`src/bbd_pkg.sv`:
```
/*
 * constants for the boot read mover and queue doorbell register block:
 * register offsets, field positions, status codes, sizes and state codes.
 * assumes byte addressing on a 16-bit register address with 32-bit words.
 */
package bbd_pkg;
    // register byte offsets
    localparam logic [15:0] OFS_BOOT_READ_SELECT = 16'h0044;
    localparam logic [15:0] OFS_BUF_LOC_LO       = 16'h0048;
    localparam logic [15:0] OFS_BUF_LOC_HI       = 16'h004c;
    localparam logic [15:0] OFS_DOORBELL_BASE    = 16'h1000;

    // boot_read_select fields
    localparam int SEL_PART_BIT = 31;
    localparam int SEL_OFS_MSB  = 29;
    localparam int SEL_OFS_LSB  = 10;
    localparam int SEL_SIZE_MSB = 9;
    localparam int SEL_SIZE_LSB = 0;

    // buffer location fields
    localparam int LOC_BASE_W   = 52;
    localparam int LOC_RSVD_W   = 12;
    localparam int LOC_LO_BASEW = 20;

    // doorbell pointer field
    localparam int DB_PTR_W = 16;

    // granules: 4KB slice = 1024 words, 128KB partition unit = 32 slices
    localparam int SLICE_WORD_SHIFT = 10;
    localparam int PSZ_SLICE_SHIFT  = 5;
    localparam int PSZ_W            = 15;
    localparam int WORD_CNT_W       = 20;
    localparam int PART_ADDR_W      = 30;

    // queues
    localparam int NQ  = 4;
    localparam int QID_W = 2;
    localparam int STRIDE_W = 4;
    localparam logic [4:0] DB_MIN_SHIFT = 5'd2;

    // boot read status codes
    localparam logic [1:0] BRS_NONE  = 2'b00;
    localparam logic [1:0] BRS_BUSY  = 2'b01;
    localparam logic [1:0] BRS_DONE  = 2'b10;
    localparam logic [1:0] BRS_ERROR = 2'b11;

    // buffer entry: host address plus data word
    localparam int BUF_W = 96;

    typedef enum logic [1:0] {
        BBD_IDLE  = 2'b00,
        BBD_CHECK = 2'b01,
        BBD_FETCH = 2'b10,
        BBD_PUSH  = 2'b11
    } bbd_mover_t;
endpackage

```
`src/bbd_buf_if.sv`:
```
/*
 * valid/ready carrier between the mover and its two-entry buffer.
 * assumes a single clock shared by both ends.
 */
`timescale 1ns/1ps
`default_nettype none
interface bbd_buf_if;
    logic                      valid;
    logic                      ready;
    logic [bbd_pkg::BUF_W-1:0] data;
    modport src (output valid, output data, input ready);
    modport snk (input valid, input data, output ready);
endinterface
`default_nettype wire

```
`src/bbd_skid_buf.sv`:
```
/*
 * two-entry buffer between the boot read mover and the host write port.
 * assumes a synchronous active-high reset and one clock.
 */
`timescale 1ns/1ps
`default_nettype none
module bbd_skid_buf (
    // clock and reset
    input  wire logic                      i_mclk,
    input  wire logic                      i_srst,
    // fill side
    bbd_buf_if.snk                         in_if,
    // drain side
    output var  logic                      o_valid,
    output var  logic [bbd_pkg::BUF_W-1:0] o_data,
    input  wire logic                      i_ready
);
    typedef struct packed {
        logic [1:0][bbd_pkg::BUF_W-1:0] mem;
        logic                           rd_ptr;
        logic                           wr_ptr;
        logic [1:0]                     count;
    } bbd_buf_state_t;

    bbd_buf_state_t q;
    bbd_buf_state_t d;
    logic           push;
    logic           pop;

    assign in_if.ready = (q.count != 2'd2);
    assign o_valid     = (q.count != 2'd0);
    assign o_data      = q.mem[q.rd_ptr];

    always_comb begin
        d    = q;
        push = in_if.valid && (q.count != 2'd2);
        pop  = i_ready && (q.count != 2'd0);
        if (push) begin
            d.mem[q.wr_ptr] = in_if.data;
            d.wr_ptr        = ~q.wr_ptr;
        end
        if (pop) begin
            d.rd_ptr = ~q.rd_ptr;
        end
        d.count = q.count + {1'b0, push} - {1'b0, pop};
    end

    always_ff @(posedge i_mclk) begin
        if (i_srst) begin
            q <= '0;
        end else begin
            q <= d;
        end
    end
endmodule
`default_nettype wire

```
`src/bbd_boot_doorbell.sv`:
```
/*
 * boot partition read select, boot buffer location, boot read mover and
 * per-queue tail/head doorbells behind a plain memory-mapped register port.
 * assumes one write or read per cycle, full 32-bit writes, and a partition
 * store that returns i_part_rdata one cycle after o_part_addr settles and
 * holds it while the address stays put.
 */
`timescale 1ns/1ps
`default_nettype none

// Notes on behaviour
// - without boot support, select and buffer location read zero
// - offset plus size past partition end: no data moved, error status
// - select bit 31 picks the partition, read-write, resets zero
// - bits 29:10 give start offset in 4KB units
// - bits 9:0 give transfer length in 4KB units
// - buffer location 63:12 is the base, 11:0 read zero, host aligns it
// - tail doorbell y at 1000h + 2y*(4<<stride)
// - head doorbell y at 1000h + (2y+1)*(4<<stride)
// - doorbell reads return an arbitrary value, here zero
// - tail write replaces stored tail; bits 31:16 read zero
// - head write replaces stored head; wrapped distance is slots freed
// - select write starts read; status 00 none, 01 busy, 10 done, 11 error
// - bounds use 15-bit partition size, same for both partitions
module bbd_boot_doorbell (
    // clock and reset
    input  wire logic                                    i_mclk,
    input  wire logic                                    i_srst,
    // register port
    input  wire logic                                    i_reg_wr,
    input  wire logic                                    i_reg_rd,
    input  wire logic [15:0]                             i_reg_addr,
    input  wire logic [31:0]                             i_reg_wdata,
    output var  logic [31:0]                             o_reg_rdata,
    output var  logic                                    o_reg_rvalid,
    // configuration
    input  wire logic                                    i_boot_supported,
    input  wire logic [bbd_pkg::PSZ_W-1:0]               i_partition_size,
    input  wire logic [bbd_pkg::STRIDE_W-1:0]            i_doorbell_stride,
    input  wire logic [bbd_pkg::NQ-1:0][15:0]            i_sq_entries,
    input  wire logic [bbd_pkg::NQ-1:0][15:0]            i_cq_entries,
    // boot status
    output var  logic [1:0]                              o_boot_read_status,
    // partition store
    output var  logic                                    o_part_sel,
    output var  logic [bbd_pkg::PART_ADDR_W-1:0]         o_part_addr,
    input  wire logic [31:0]                             i_part_rdata,
    // host memory writes
    output var  logic                                    o_hwr_valid,
    output var  logic [63:0]                             o_hwr_addr,
    output var  logic [31:0]                             o_hwr_data,
    input  wire logic                                    i_hwr_ready,
    // doorbell events
    output var  logic                                    o_db_valid,
    output var  logic                                    o_db_is_head,
    output var  logic [bbd_pkg::QID_W-1:0]               o_db_qid,
    output var  logic [15:0]                             o_db_count
);
    typedef struct packed {
        logic                                       part_sel;
        logic [bbd_pkg::SEL_OFS_MSB-bbd_pkg::SEL_OFS_LSB:0] read_offset_4k;
        logic [bbd_pkg::SEL_SIZE_MSB:0]             read_size_4k;
        logic [bbd_pkg::LOC_BASE_W-1:0]             buffer_base_address;
        logic [1:0]                                 boot_read_status;
        bbd_pkg::bbd_mover_t                        mover;
        logic [bbd_pkg::WORD_CNT_W-1:0]             word_cnt;
        logic [bbd_pkg::PART_ADDR_W-1:0]            part_addr;
        logic [63:0]                                host_addr;
        logic [bbd_pkg::NQ-1:0][15:0]               submit_tail_value;
        logic [bbd_pkg::NQ-1:0][15:0]               complete_head_value;
        logic [31:0]                                rdata;
        logic                                       rvalid;
        logic                                       db_valid;
        logic                                       db_is_head;
        logic [bbd_pkg::QID_W-1:0]                  db_qid;
        logic [15:0]                                db_count;
    } bbd_state_t;

    bbd_state_t                 q;
    bbd_state_t                 d;
    logic [15:0]                db_off;
    logic                       db_wr;
    logic [bbd_pkg::NQ-1:0]     sq_hit;
    logic [bbd_pkg::NQ-1:0]     cq_hit;
    logic [4:0]                 db_shift;
    logic [20:0]                read_end;
    logic [19:0]                part_slices;
    logic [bbd_pkg::WORD_CNT_W-1:0] total_words;

    bbd_buf_if buf_if ();

    // wrapped forward distance from old to new pointer in a ring of size entries
    function automatic logic [15:0] wrap_dist(input logic [15:0] nxt,
                                              input logic [15:0] old,
                                              input logic [15:0] entries);
        logic [16:0] t;
        t = 17'h0_0000;
        if (nxt >= old) begin
            t = {1'b0, nxt} - {1'b0, old};
        end else begin
            t = {1'b0, nxt} + {1'b0, entries} - {1'b0, old};
        end
        return t[15:0];
    endfunction

    assign db_wr    = i_reg_wr && (i_reg_addr >= bbd_pkg::OFS_DOORBELL_BASE);
    assign db_off   = i_reg_addr - bbd_pkg::OFS_DOORBELL_BASE;
    assign db_shift = {1'b0, i_doorbell_stride} + bbd_pkg::DB_MIN_SHIFT;

    genvar gq;
    generate
        for (gq = 0; gq < bbd_pkg::NQ; gq++) begin : g_queue
            // shifts past the 16-bit window truncate; such doorbells alias onto lower offsets, down to zero
            assign sq_hit[gq] = db_wr && (db_off == (16'(2 * gq) << db_shift));
            assign cq_hit[gq] = db_wr && (db_off == (16'(2 * gq + 1) << db_shift));
        end
    endgenerate

    // end of read and partition size, both in 4KB slices
    assign read_end    = {1'b0, q.read_offset_4k} + 21'(q.read_size_4k);
    assign part_slices = {i_partition_size, 5'h00};
    assign total_words = {q.read_size_4k, 10'h000};

    always_comb begin
        d          = q;
        d.rvalid   = i_reg_rd;
        d.rdata    = 32'h0000_0000;
        d.db_valid = 1'b0;

        // register reads; doorbells and unmapped offsets return zero
        if (i_reg_rd && i_boot_supported) begin
            case (i_reg_addr)
                bbd_pkg::OFS_BOOT_READ_SELECT: begin
                    d.rdata = {q.part_sel, 1'b0, q.read_offset_4k, q.read_size_4k};
                end
                bbd_pkg::OFS_BUF_LOC_LO: begin
                    d.rdata = {q.buffer_base_address[bbd_pkg::LOC_LO_BASEW-1:0],
                               12'h000};
                end
                bbd_pkg::OFS_BUF_LOC_HI: begin
                    d.rdata = q.buffer_base_address[bbd_pkg::LOC_BASE_W-1:
                                                    bbd_pkg::LOC_LO_BASEW];
                end
                default: begin
                    d.rdata = 32'h0000_0000;
                end
            endcase
        end

        // boot register writes; select is locked while a read runs
        if (i_reg_wr && i_boot_supported) begin
            if (i_reg_addr == bbd_pkg::OFS_BOOT_READ_SELECT &&
                q.mover == bbd_pkg::BBD_IDLE) begin
                d.part_sel       = i_reg_wdata[bbd_pkg::SEL_PART_BIT];
                d.read_offset_4k = i_reg_wdata[bbd_pkg::SEL_OFS_MSB:bbd_pkg::SEL_OFS_LSB];
                d.read_size_4k   = i_reg_wdata[bbd_pkg::SEL_SIZE_MSB:bbd_pkg::SEL_SIZE_LSB];
                d.boot_read_status = bbd_pkg::BRS_BUSY;
                d.mover          = bbd_pkg::BBD_CHECK;
            end
            if (i_reg_addr == bbd_pkg::OFS_BUF_LOC_LO) begin
                d.buffer_base_address[bbd_pkg::LOC_LO_BASEW-1:0] =
                    i_reg_wdata[31:bbd_pkg::LOC_RSVD_W];
            end
            if (i_reg_addr == bbd_pkg::OFS_BUF_LOC_HI) begin
                d.buffer_base_address[bbd_pkg::LOC_BASE_W-1:bbd_pkg::LOC_LO_BASEW] =
                    i_reg_wdata;
            end
        end

        // boot read mover
        case (q.mover)
            bbd_pkg::BBD_IDLE: begin
            end
            bbd_pkg::BBD_CHECK: begin
                d.word_cnt  = '0;
                d.part_addr = {q.read_offset_4k, 10'h000};
                d.host_addr = {q.buffer_base_address, 12'h000};
                if (read_end > {1'b0, part_slices}) begin
                    d.boot_read_status = bbd_pkg::BRS_ERROR;
                    d.mover            = bbd_pkg::BBD_IDLE;
                end else if (q.read_size_4k == '0) begin
                    d.boot_read_status = bbd_pkg::BRS_DONE;
                    d.mover            = bbd_pkg::BBD_IDLE;
                end else begin
                    d.mover = bbd_pkg::BBD_FETCH;
                end
            end
            bbd_pkg::BBD_FETCH: begin
                // address settles here, data is taken next cycle
                d.mover = bbd_pkg::BBD_PUSH;
            end
            bbd_pkg::BBD_PUSH: begin
                if (buf_if.ready) begin
                    if (q.word_cnt == total_words - 20'h0_0001) begin
                        d.boot_read_status = bbd_pkg::BRS_DONE;
                        d.mover            = bbd_pkg::BBD_IDLE;
                    end else begin
                        d.word_cnt  = q.word_cnt + 20'h0_0001;
                        d.part_addr = q.part_addr + 30'h0000_0001;
                        d.host_addr = q.host_addr + 64'h0000_0000_0000_0004;
                        d.mover     = bbd_pkg::BBD_FETCH;
                    end
                end
            end
            default: begin
                d.mover = bbd_pkg::BBD_IDLE;
            end
        endcase

        // doorbell writes; at most one hits per cycle for strides below 12, above that the last hit sets the event
        for (int i = 0; i < bbd_pkg::NQ; i++) begin
            if (sq_hit[i]) begin
                d.submit_tail_value[i] = i_reg_wdata[bbd_pkg::DB_PTR_W-1:0];
                d.db_valid   = 1'b1;
                d.db_is_head = 1'b0;
                d.db_qid     = bbd_pkg::QID_W'(i);
                d.db_count   = wrap_dist(i_reg_wdata[15:0], q.submit_tail_value[i],
                                         i_sq_entries[i]);
            end
            if (cq_hit[i]) begin
                d.complete_head_value[i] = i_reg_wdata[bbd_pkg::DB_PTR_W-1:0];
                d.db_valid   = 1'b1;
                d.db_is_head = 1'b1;
                d.db_qid     = bbd_pkg::QID_W'(i);
                d.db_count   = wrap_dist(i_reg_wdata[15:0], q.complete_head_value[i],
                                         i_cq_entries[i]);
            end
        end
    end

    // all pointers and boot fields start at zero
    always_ff @(posedge i_mclk) begin
        if (i_srst) begin
            q <= '0;
        end else begin
            q <= d;
        end
    end

    assign buf_if.valid = (q.mover == bbd_pkg::BBD_PUSH);
    assign buf_if.data  = {q.host_addr, i_part_rdata};

    bbd_skid_buf u_buf (
        .i_mclk  (i_mclk),
        .i_srst  (i_srst),
        .in_if   (buf_if),
        .o_valid (o_hwr_valid),
        .o_data  ({o_hwr_addr, o_hwr_data}),
        .i_ready (i_hwr_ready)
    );

    assign o_reg_rdata        = q.rdata;
    assign o_reg_rvalid       = q.rvalid;
    assign o_boot_read_status = q.boot_read_status;
    assign o_part_sel         = q.part_sel;
    assign o_part_addr        = q.part_addr;
    assign o_db_valid         = q.db_valid;
    assign o_db_is_head       = q.db_is_head;
    assign o_db_qid           = q.db_qid;
    assign o_db_count         = q.db_count;
endmodule
`default_nettype wire

```
`config.mk`:
```
export PLATFORM = sky130hd
export DESIGN_NAME = bbd_boot_doorbell
export DESIGN_NICKNAME = d
export VERILOG_FILES = /design/src/bbd_pkg.sv /design/src/bbd_buf_if.sv /design/src/bbd_skid_buf.sv /design/src/bbd_boot_doorbell.sv
export SDC_FILE = /design/constraint.sdc
export NUM_CORES = 2
export LEC_CHECK = 0
export ABC_AREA = 1
export BUFFER_PORTS_ARGS = -buffer_cell sky130_fd_sc_hd__buf_2
export CORE_ASPECT_RATIO = 2
export CORE_MARGIN = 3
export CORE_UTILIZATION = 35
export CTS_BUF_LIST = sky130_fd_sc_hd__clkbuf_4
export CTS_CLUSTER_SIZE = 14
export DETAILED_ROUTE_END_ITERATION = 8
export GPL_ROUTABILITY_DRIVEN = 0
export PLACE_DENSITY = 0.57
export SYNTH_ARGS = -nofsm -noshare
export SYNTH_HDL_FRONTEND = slang
export SYNTH_SLANG_ARGS = --single-unit
```
`constraint.sdc`:
```
create_clock -name i_mclk -period 3.5 [get_ports i_mclk]
set_input_delay 0.525 -clock i_mclk [delete_from_list [all_inputs] [get_ports i_mclk]]
set_output_delay 0.525 -clock i_mclk [all_outputs]
set_load 0.03 [all_outputs]
```
# Yosys cells after proc, flatten, opt, wreduce, memory -nomap -nowiden

Cells that the tools add are included.

Bits in registers: 578
Input bits: 233
Output and inout port bits: 183
Logic and storage cells: 163

Add/subtract/negate cells: 33
$lt $le $gt $ge: 13
Equal/unequal tests: 18
Shift-type cells: 8
Multiplexer cells: 34
Bitwise gates (word level): 3
Reductions and logical operators: 25

Operators by type and width:

| kind                    | number |
|---|---|
| $mux W96                | 3 |
| $sub A16 B16 Y16        | 16 |
| $pmux W114 S2           | 1 |
| $bwmux W192             | 1 |
| $mux W20                | 8 |
| $add A16 B16 Y16        | 8 |
| $eq A16 B16 Y1          | 8 |
| $ge A16 B16 Y1          | 8 |
| $mux W16                | 8 |
| $mux W118               | 1 |
| $mux W114               | 1 |
| $demux W96 S1           | 1 |
| $pmux W32 S3            | 1 |
| $add A64 B3 Y64 const B | 1 |
| $shl A3 B5 Y16 const A  | 4 |
| $eq A16 B7 Y1 const B   | 3 |
| $shl A1 B5 Y16 const A  | 2 |
| $shl A2 B5 Y16 const A  | 2 |
| $add A30 B1 Y30 const B | 1 |
| $add A20 B10 Y21        | 1 |
| $gt A21 B20 Y1          | 1 |
| $add A20 B1 Y20 const B | 1 |
| $eq A20 B20 Y1          | 1 |
| $sub A20 B1 Y20 const B | 1 |
| other kinds (23)        | 51 |

# Longest topological paths before layout

Depth after elaboration: 12
Depth in mapped cells: 26
Gate-level depth less buffers: 24

# By module

A second synthesis with hierarchy kept.

Cells, all modules: 7,783
Area, all modules: 49,540.0 µm²

By module, submodules not included:

| module            | instances | cells each | area an instance (µm²) | sequential area each (µm²) |
|---|---|---|---|---|
| bbd_boot_doorbell | 1         | 5,994      | 38,829.7               | 7,607.3 |
| bbd_skid_buf      | 1         | 1,789      | 10,710.3               | 3,923.8 |

# Worst setup path after synthesis

OpenSTA, ideal clock, no wires.

Kind: in2reg
From: in i_reg_wdata[1]
To: reg q, in the netlist o_db_count[10]
Setup time: 70 ps
Arrival: 3,685 ps
Data required time: 3,430 ps
Slack: -254 ps
Cell stages on the path: 15
Path buffers: 0
Cell sequence: inv_1 > fa_1 > fa_1 > o21ai_0 > a21boi_0 > o21ai_0 > a21oi_1 > xor2_1 > a21oi_1 > nor2_1 > nand2_1 > nand2_1 > nand2_1 > nand2_1 > a21oi_1

Cells in the longest elaborated chain, start to end: 11
Elaborated cells on any way between the ends: 48
Classes of those cells: add/sub (24); order compare (8); mux (16)

RTL lines:

| what                 | RTL line                 | source |
|---|---|---|
| start, declared      | bbd_boot_doorbell.sv:33  | `input wire logic [31:0] i_reg_wdata,` |
| $add A16 B16 Y16     | bbd_boot_doorbell.sv:101 | `t = {1'b0, nxt} + {1'b0, entries} - {1'b0, old};` |
| $sub A16 B16 Y16     | bbd_boot_doorbell.sv:101 |  |
| $mux W16             | bbd_boot_doorbell.sv:98  | `if (nxt >= old) begin` |
| $mux W20             | bbd_boot_doorbell.sv:212 | `if (sq_hit[i]) begin` |
| $mux W20             | bbd_boot_doorbell.sv:220 | `if (cq_hit[i]) begin` |
| $mux W20             | bbd_boot_doorbell.sv:212 |  |
| $mux W20             | bbd_boot_doorbell.sv:220 |  |
| $mux W20             | bbd_boot_doorbell.sv:212 |  |
| $mux W20             | bbd_boot_doorbell.sv:220 |  |
| $mux W20             | bbd_boot_doorbell.sv:212 |  |
| $mux W20 (*)         | bbd_boot_doorbell.sv:220 |  |
| end signal, assigned | bbd_boot_doorbell.sv:234 | `q <= '0;` |
| end signal, assigned | bbd_boot_doorbell.sv:236 | `q <= d;` |
| end, declared        | bbd_boot_doorbell.sv:79  | `bbd_state_t q;` |

Mark *: on every way between the ends. The rest lies on a longest branch, timed or not. The select of a mux whose other input is x is not followed.
A chain may end at the register's enable or synchronous reset.

# Final worst setup path

From: reg q[352] in the netlist's numbering
To: reg q, in the netlist o_boot_read_status[1]

Cells in the longest elaborated chain, start to end: 5
Elaborated cells on any way between the ends: 10
Classes of those cells: add/sub (2); order compare (1); eq/ne (1); mux (5); reduce/logical (1)

RTL lines:

| what                                                                     | RTL line                 | source |
|---|---|---|
| parallel branches: the longest is 4 deep, another holds $add A20 B10 Y21 | -                        |  |
| $pmux W2 S2 (*)                                                          | bbd_boot_doorbell.sv:171 | `case (q.mover)` |

Mark *: on every way between the ends. The select of a mux whose other input is x is not followed.

==> impl_metrics.csv <==
group,metric,value,unit
timing,skew,0.1286,ns
power_and_ir_drop,power_density,307.2,nW/um^2
timing,drv_slew,0,
setup_path,critPathMaxStageDelay,0.37,ns
detailed_routing,num_vias,53770,
place,place_ws,-0.5922,ns
status,outcome,"finished, violations left",
clock_network,root_buffer,"clkbuf_4",
die,io_pins,416,
global_routing,grt_pass1_wl,326.9,mm
job,maxCapViolCount,0,
clock_network,clkSinkCount,572,
power_and_ir_drop,p_leak,28.21,nW
die,die_x,263.8,um
setup_path,end_kind,"flop",
global_routing,track_usage,0.3162,
die,rows,188,
layout,drive_gt1_frac,0.2025,
die,initial_utilization,0.3533,
synthesis,synth_top_area_frac,0.2461,
synthesis,synth_edf_count,0,
die,core_area,131700,sq um
timing,setup_viol,1,
timing,hold_viol_final,0,
synthesis,netlist_area,46540,sq um
global_routing,grt_max_degree,142,
layout,area_growth,27.47,%
timing,finalWorstSetupSlack,-0.04046,ns
detailed_routing,vias_per_cell,5.337,
setup_path,r2r_cells,23,
worst_hold_path,hold_path_class,"in2reg",
setup_path,cp-start-kind,"flop",
layout,fin_nets,8928,
clock_network,numCtsBuffers,155,
global_routing,grt_pass1_vias,53670,
timing,fin_crit,3.540,ns
synthesis,synth-main-ff-cell,"dfxtp_1",
detailed_routing,drt_pass1_iterations,9,
synthesis,yosys.area.top_type,"dfxtp_1",
clock_network,htree_levels,4,
place,portBuffers,413,
clock_network,clkTransAtPathRegs,0.08,ns
clock_network,cts_buffer_depth,4,
setup_path,path_class,"reg2reg",
detailed_routing,ant_nets,0,
synthesis,synth_commonest_cells,"1254 x nand2_1, 1110 x inv_1, 779 x a21oi_1",
timing,fin_crit_sh,1.012,
timing,fin_tns_setup,-0.04046,ns
detailed_routing,drcViolationCount,0,
timing,tightest_slew,1.030,ns
global_routing,grt_antenna_before_repair,13,
setup_path,critPathMaxFanout,3,
synthesis,ys_types,63,
clock_network,clk_latency,1.08,ns
setup_path,crit_required,4.37,ns
synthesis,synth_most_common_cell,"nand2_1",
detailed_routing,routedWlPerCell,22.39,um
synthesis,synth_seq_cells,572,
synthesis,synthCells,7090,
setup_path,crit_slowest_cell,"dfxtp_4",
place,dpl.hpwl,181.1,mm
timing,grt_setup_unrepaired,"yes",
synthesis,ys_seq_area_frac,0.2461,
setup_path,worstPathCellList,"ha_4 > nand3_2 > nand2_2 > nand3_2 > nand2_4 > nand2_2 > nand2_2 > nand3_2 > nand2_2 > nand3_2 > nand2_2 > nand3_2 > nor3_2 > nand3_1 > nor3_2 > xor2_1 > ha_1 > buf_4 > nand4_1 > o41ai_2 > buf_4 > or2_4 > a31oi_1",
global_routing,overflow,0,
layout,finish.utilization,0.4503,
worst_hold_path,holdPathStages,4,
synthesis,postSynthAreaPerCell,6.564,sq um
detailed_routing,drt_iter0_drc,3634,
clock_network,cts_tree,"yes",
power_and_ir_drop,ir_drop,158.4,uV
die,die_area,137600,sq um
die,die_h,521.7,um
synthesis,synthArstFlopShare,0,
detailed_routing,routed_wl,225.6,mm
synthesis,synthTopCellsByArea,"dfxtp_1 25%, nand2_1 10%, inv_1 9.0%",
timing,relSlewSlack,0.3133,
timing,clock.fmax,282.4,MHz
status,violations,"setup timing",
setup_path,cp.arrival,4.41,ns
synthesis,synth_warnings,0,
## repair_timing
item,4_1_cts,5_1_grt
hold buffers,70,3
hold endpoints to repair,153,4
setup buffers,10,4
pin swaps,16,30
resized for setup,26,76
setup endpoints to repair,7,72
## final timing paths
kind	startpoint	end	slack (ns)
setup / recovery	q[352]	o_boot_read_status[1]	-0.04
hold / removal	i_reg_wdata[1]	q[134]	0.13
setup reg to reg	q[352]	o_boot_read_status[1]	-0.04
hold reg to reg	u_buf.q[13]	u_buf.q[13]	0.44
## kinds of logic after synthesis
family / after synthesis / share of synthesized area
AND/OR/NAND/NOR: 2560 / 0.2346
AO/OA/AOI/OAI: 1822 / 0.2119
buffers and inverters: 1483 / 0.1289
flip-flops: 572 / 0.2461
adder cells (fa/ha/maj): 431 / 0.1367
XOR/XNOR: 221 / 0.04176
other: 1 / 0.00008058
## cells in the final DEF, fill, tap and decap left out, types with 18 or more instances in the layout
master	n
nand2_2	23
o211ai_1	19
inv_2	21
nand3_2	20
xnor2_1	77
nor4_1	25
ha_1	292
clkinv_1	32
a221oi_1	27
dlygate4sd3_1	73
fa_1	128
clkbuf_4	211
or2_2	29
a31oi_1	32
o21bai_1	18
a22oi_1	19
nand4_1	131
a211oi_1	56
nor2_1	575
a21o_1	38
inv_1	1105
buf_12	51
nand2_1	1233
a21oi_1	768
nor3_1	91
nand3_1	370
buf_4	826
buf_2	412
o21ai_0	742
dfxtp_1	565
xor2_1	138
## worst max-delay path, delay by kind of cell (launching register included)
family | cells | cell delay (ns)
adder cells (fa/ha/maj) | 2 | 0.60
AND/OR/NAND/NOR | 16 | 1.56
AO/OA/AOI/OAI | 2 | 0.42
flip-flops | 1 | 0.37
XOR/XNOR | 1 | 0.12
buffers and inverters | 2 | 0.31
## metrics by stage
step	power, mW	cell area, sq um	instances	hold slack (ns)
6_report	18.23	59320	10080	0.1284
4_1_cts	18.26	58950	10060	-0.1319
3_5_place_dp	11.88	56190	9730	0.4372
2_1_floorplan	9.420	46550	7091	0.4223
5_1_grt	19.11	59310	10070	0.06566
3_3_place_gp	11.85	56190	9730	0.4314
## power breakdown
part | switching (mW) | internal (mW) | leakage, nW
clock network | 3.16 | 3.14 | 1.11
logic | 3.17 | 2.23 | 22.5
registers | 0.0189 | 6.51 | 4.61
## sequential cells by signal (all words and copies together), names as in the netlist
register	flops
o_reg_rdata	32
buf_if.data	62
q	232
o_part_addr	30
o_db_is_head	1
o_boot_read_status	2
o_part_sel	1
o_db_count	16
o_db_qid	2
o_db_valid	1
u_buf.q	192
o_reg_rvalid	1
## routing by layer
metal,up-vias,global-route usage,share of wire
met5,-,0,0.00023
met4,8,0.3288,0.13
met3,980,0.05541,0.063
met2,2339,0.5620,0.49
met1,24750,0.2958,0.32
li1,25690,-,-
## layout make-up
| cell class | instances | area [sq um] |
|---|---|---|
| fillers | 13870 | 72410 |
| multi-input cells | 5036 | 29520 |
| flip-flops and latches | 572 | 11460 |
| repair buffers | 1362 | 10010 |
| inverters | 1137 | 4287 |
| well taps | 1710 | 2140 |
| clock buffers | 211 | 1584 |
| clock inverters | 38 | 286.5 |
| diodes | 9 | 22.52 |
Power figures use the tool's default switching activity.
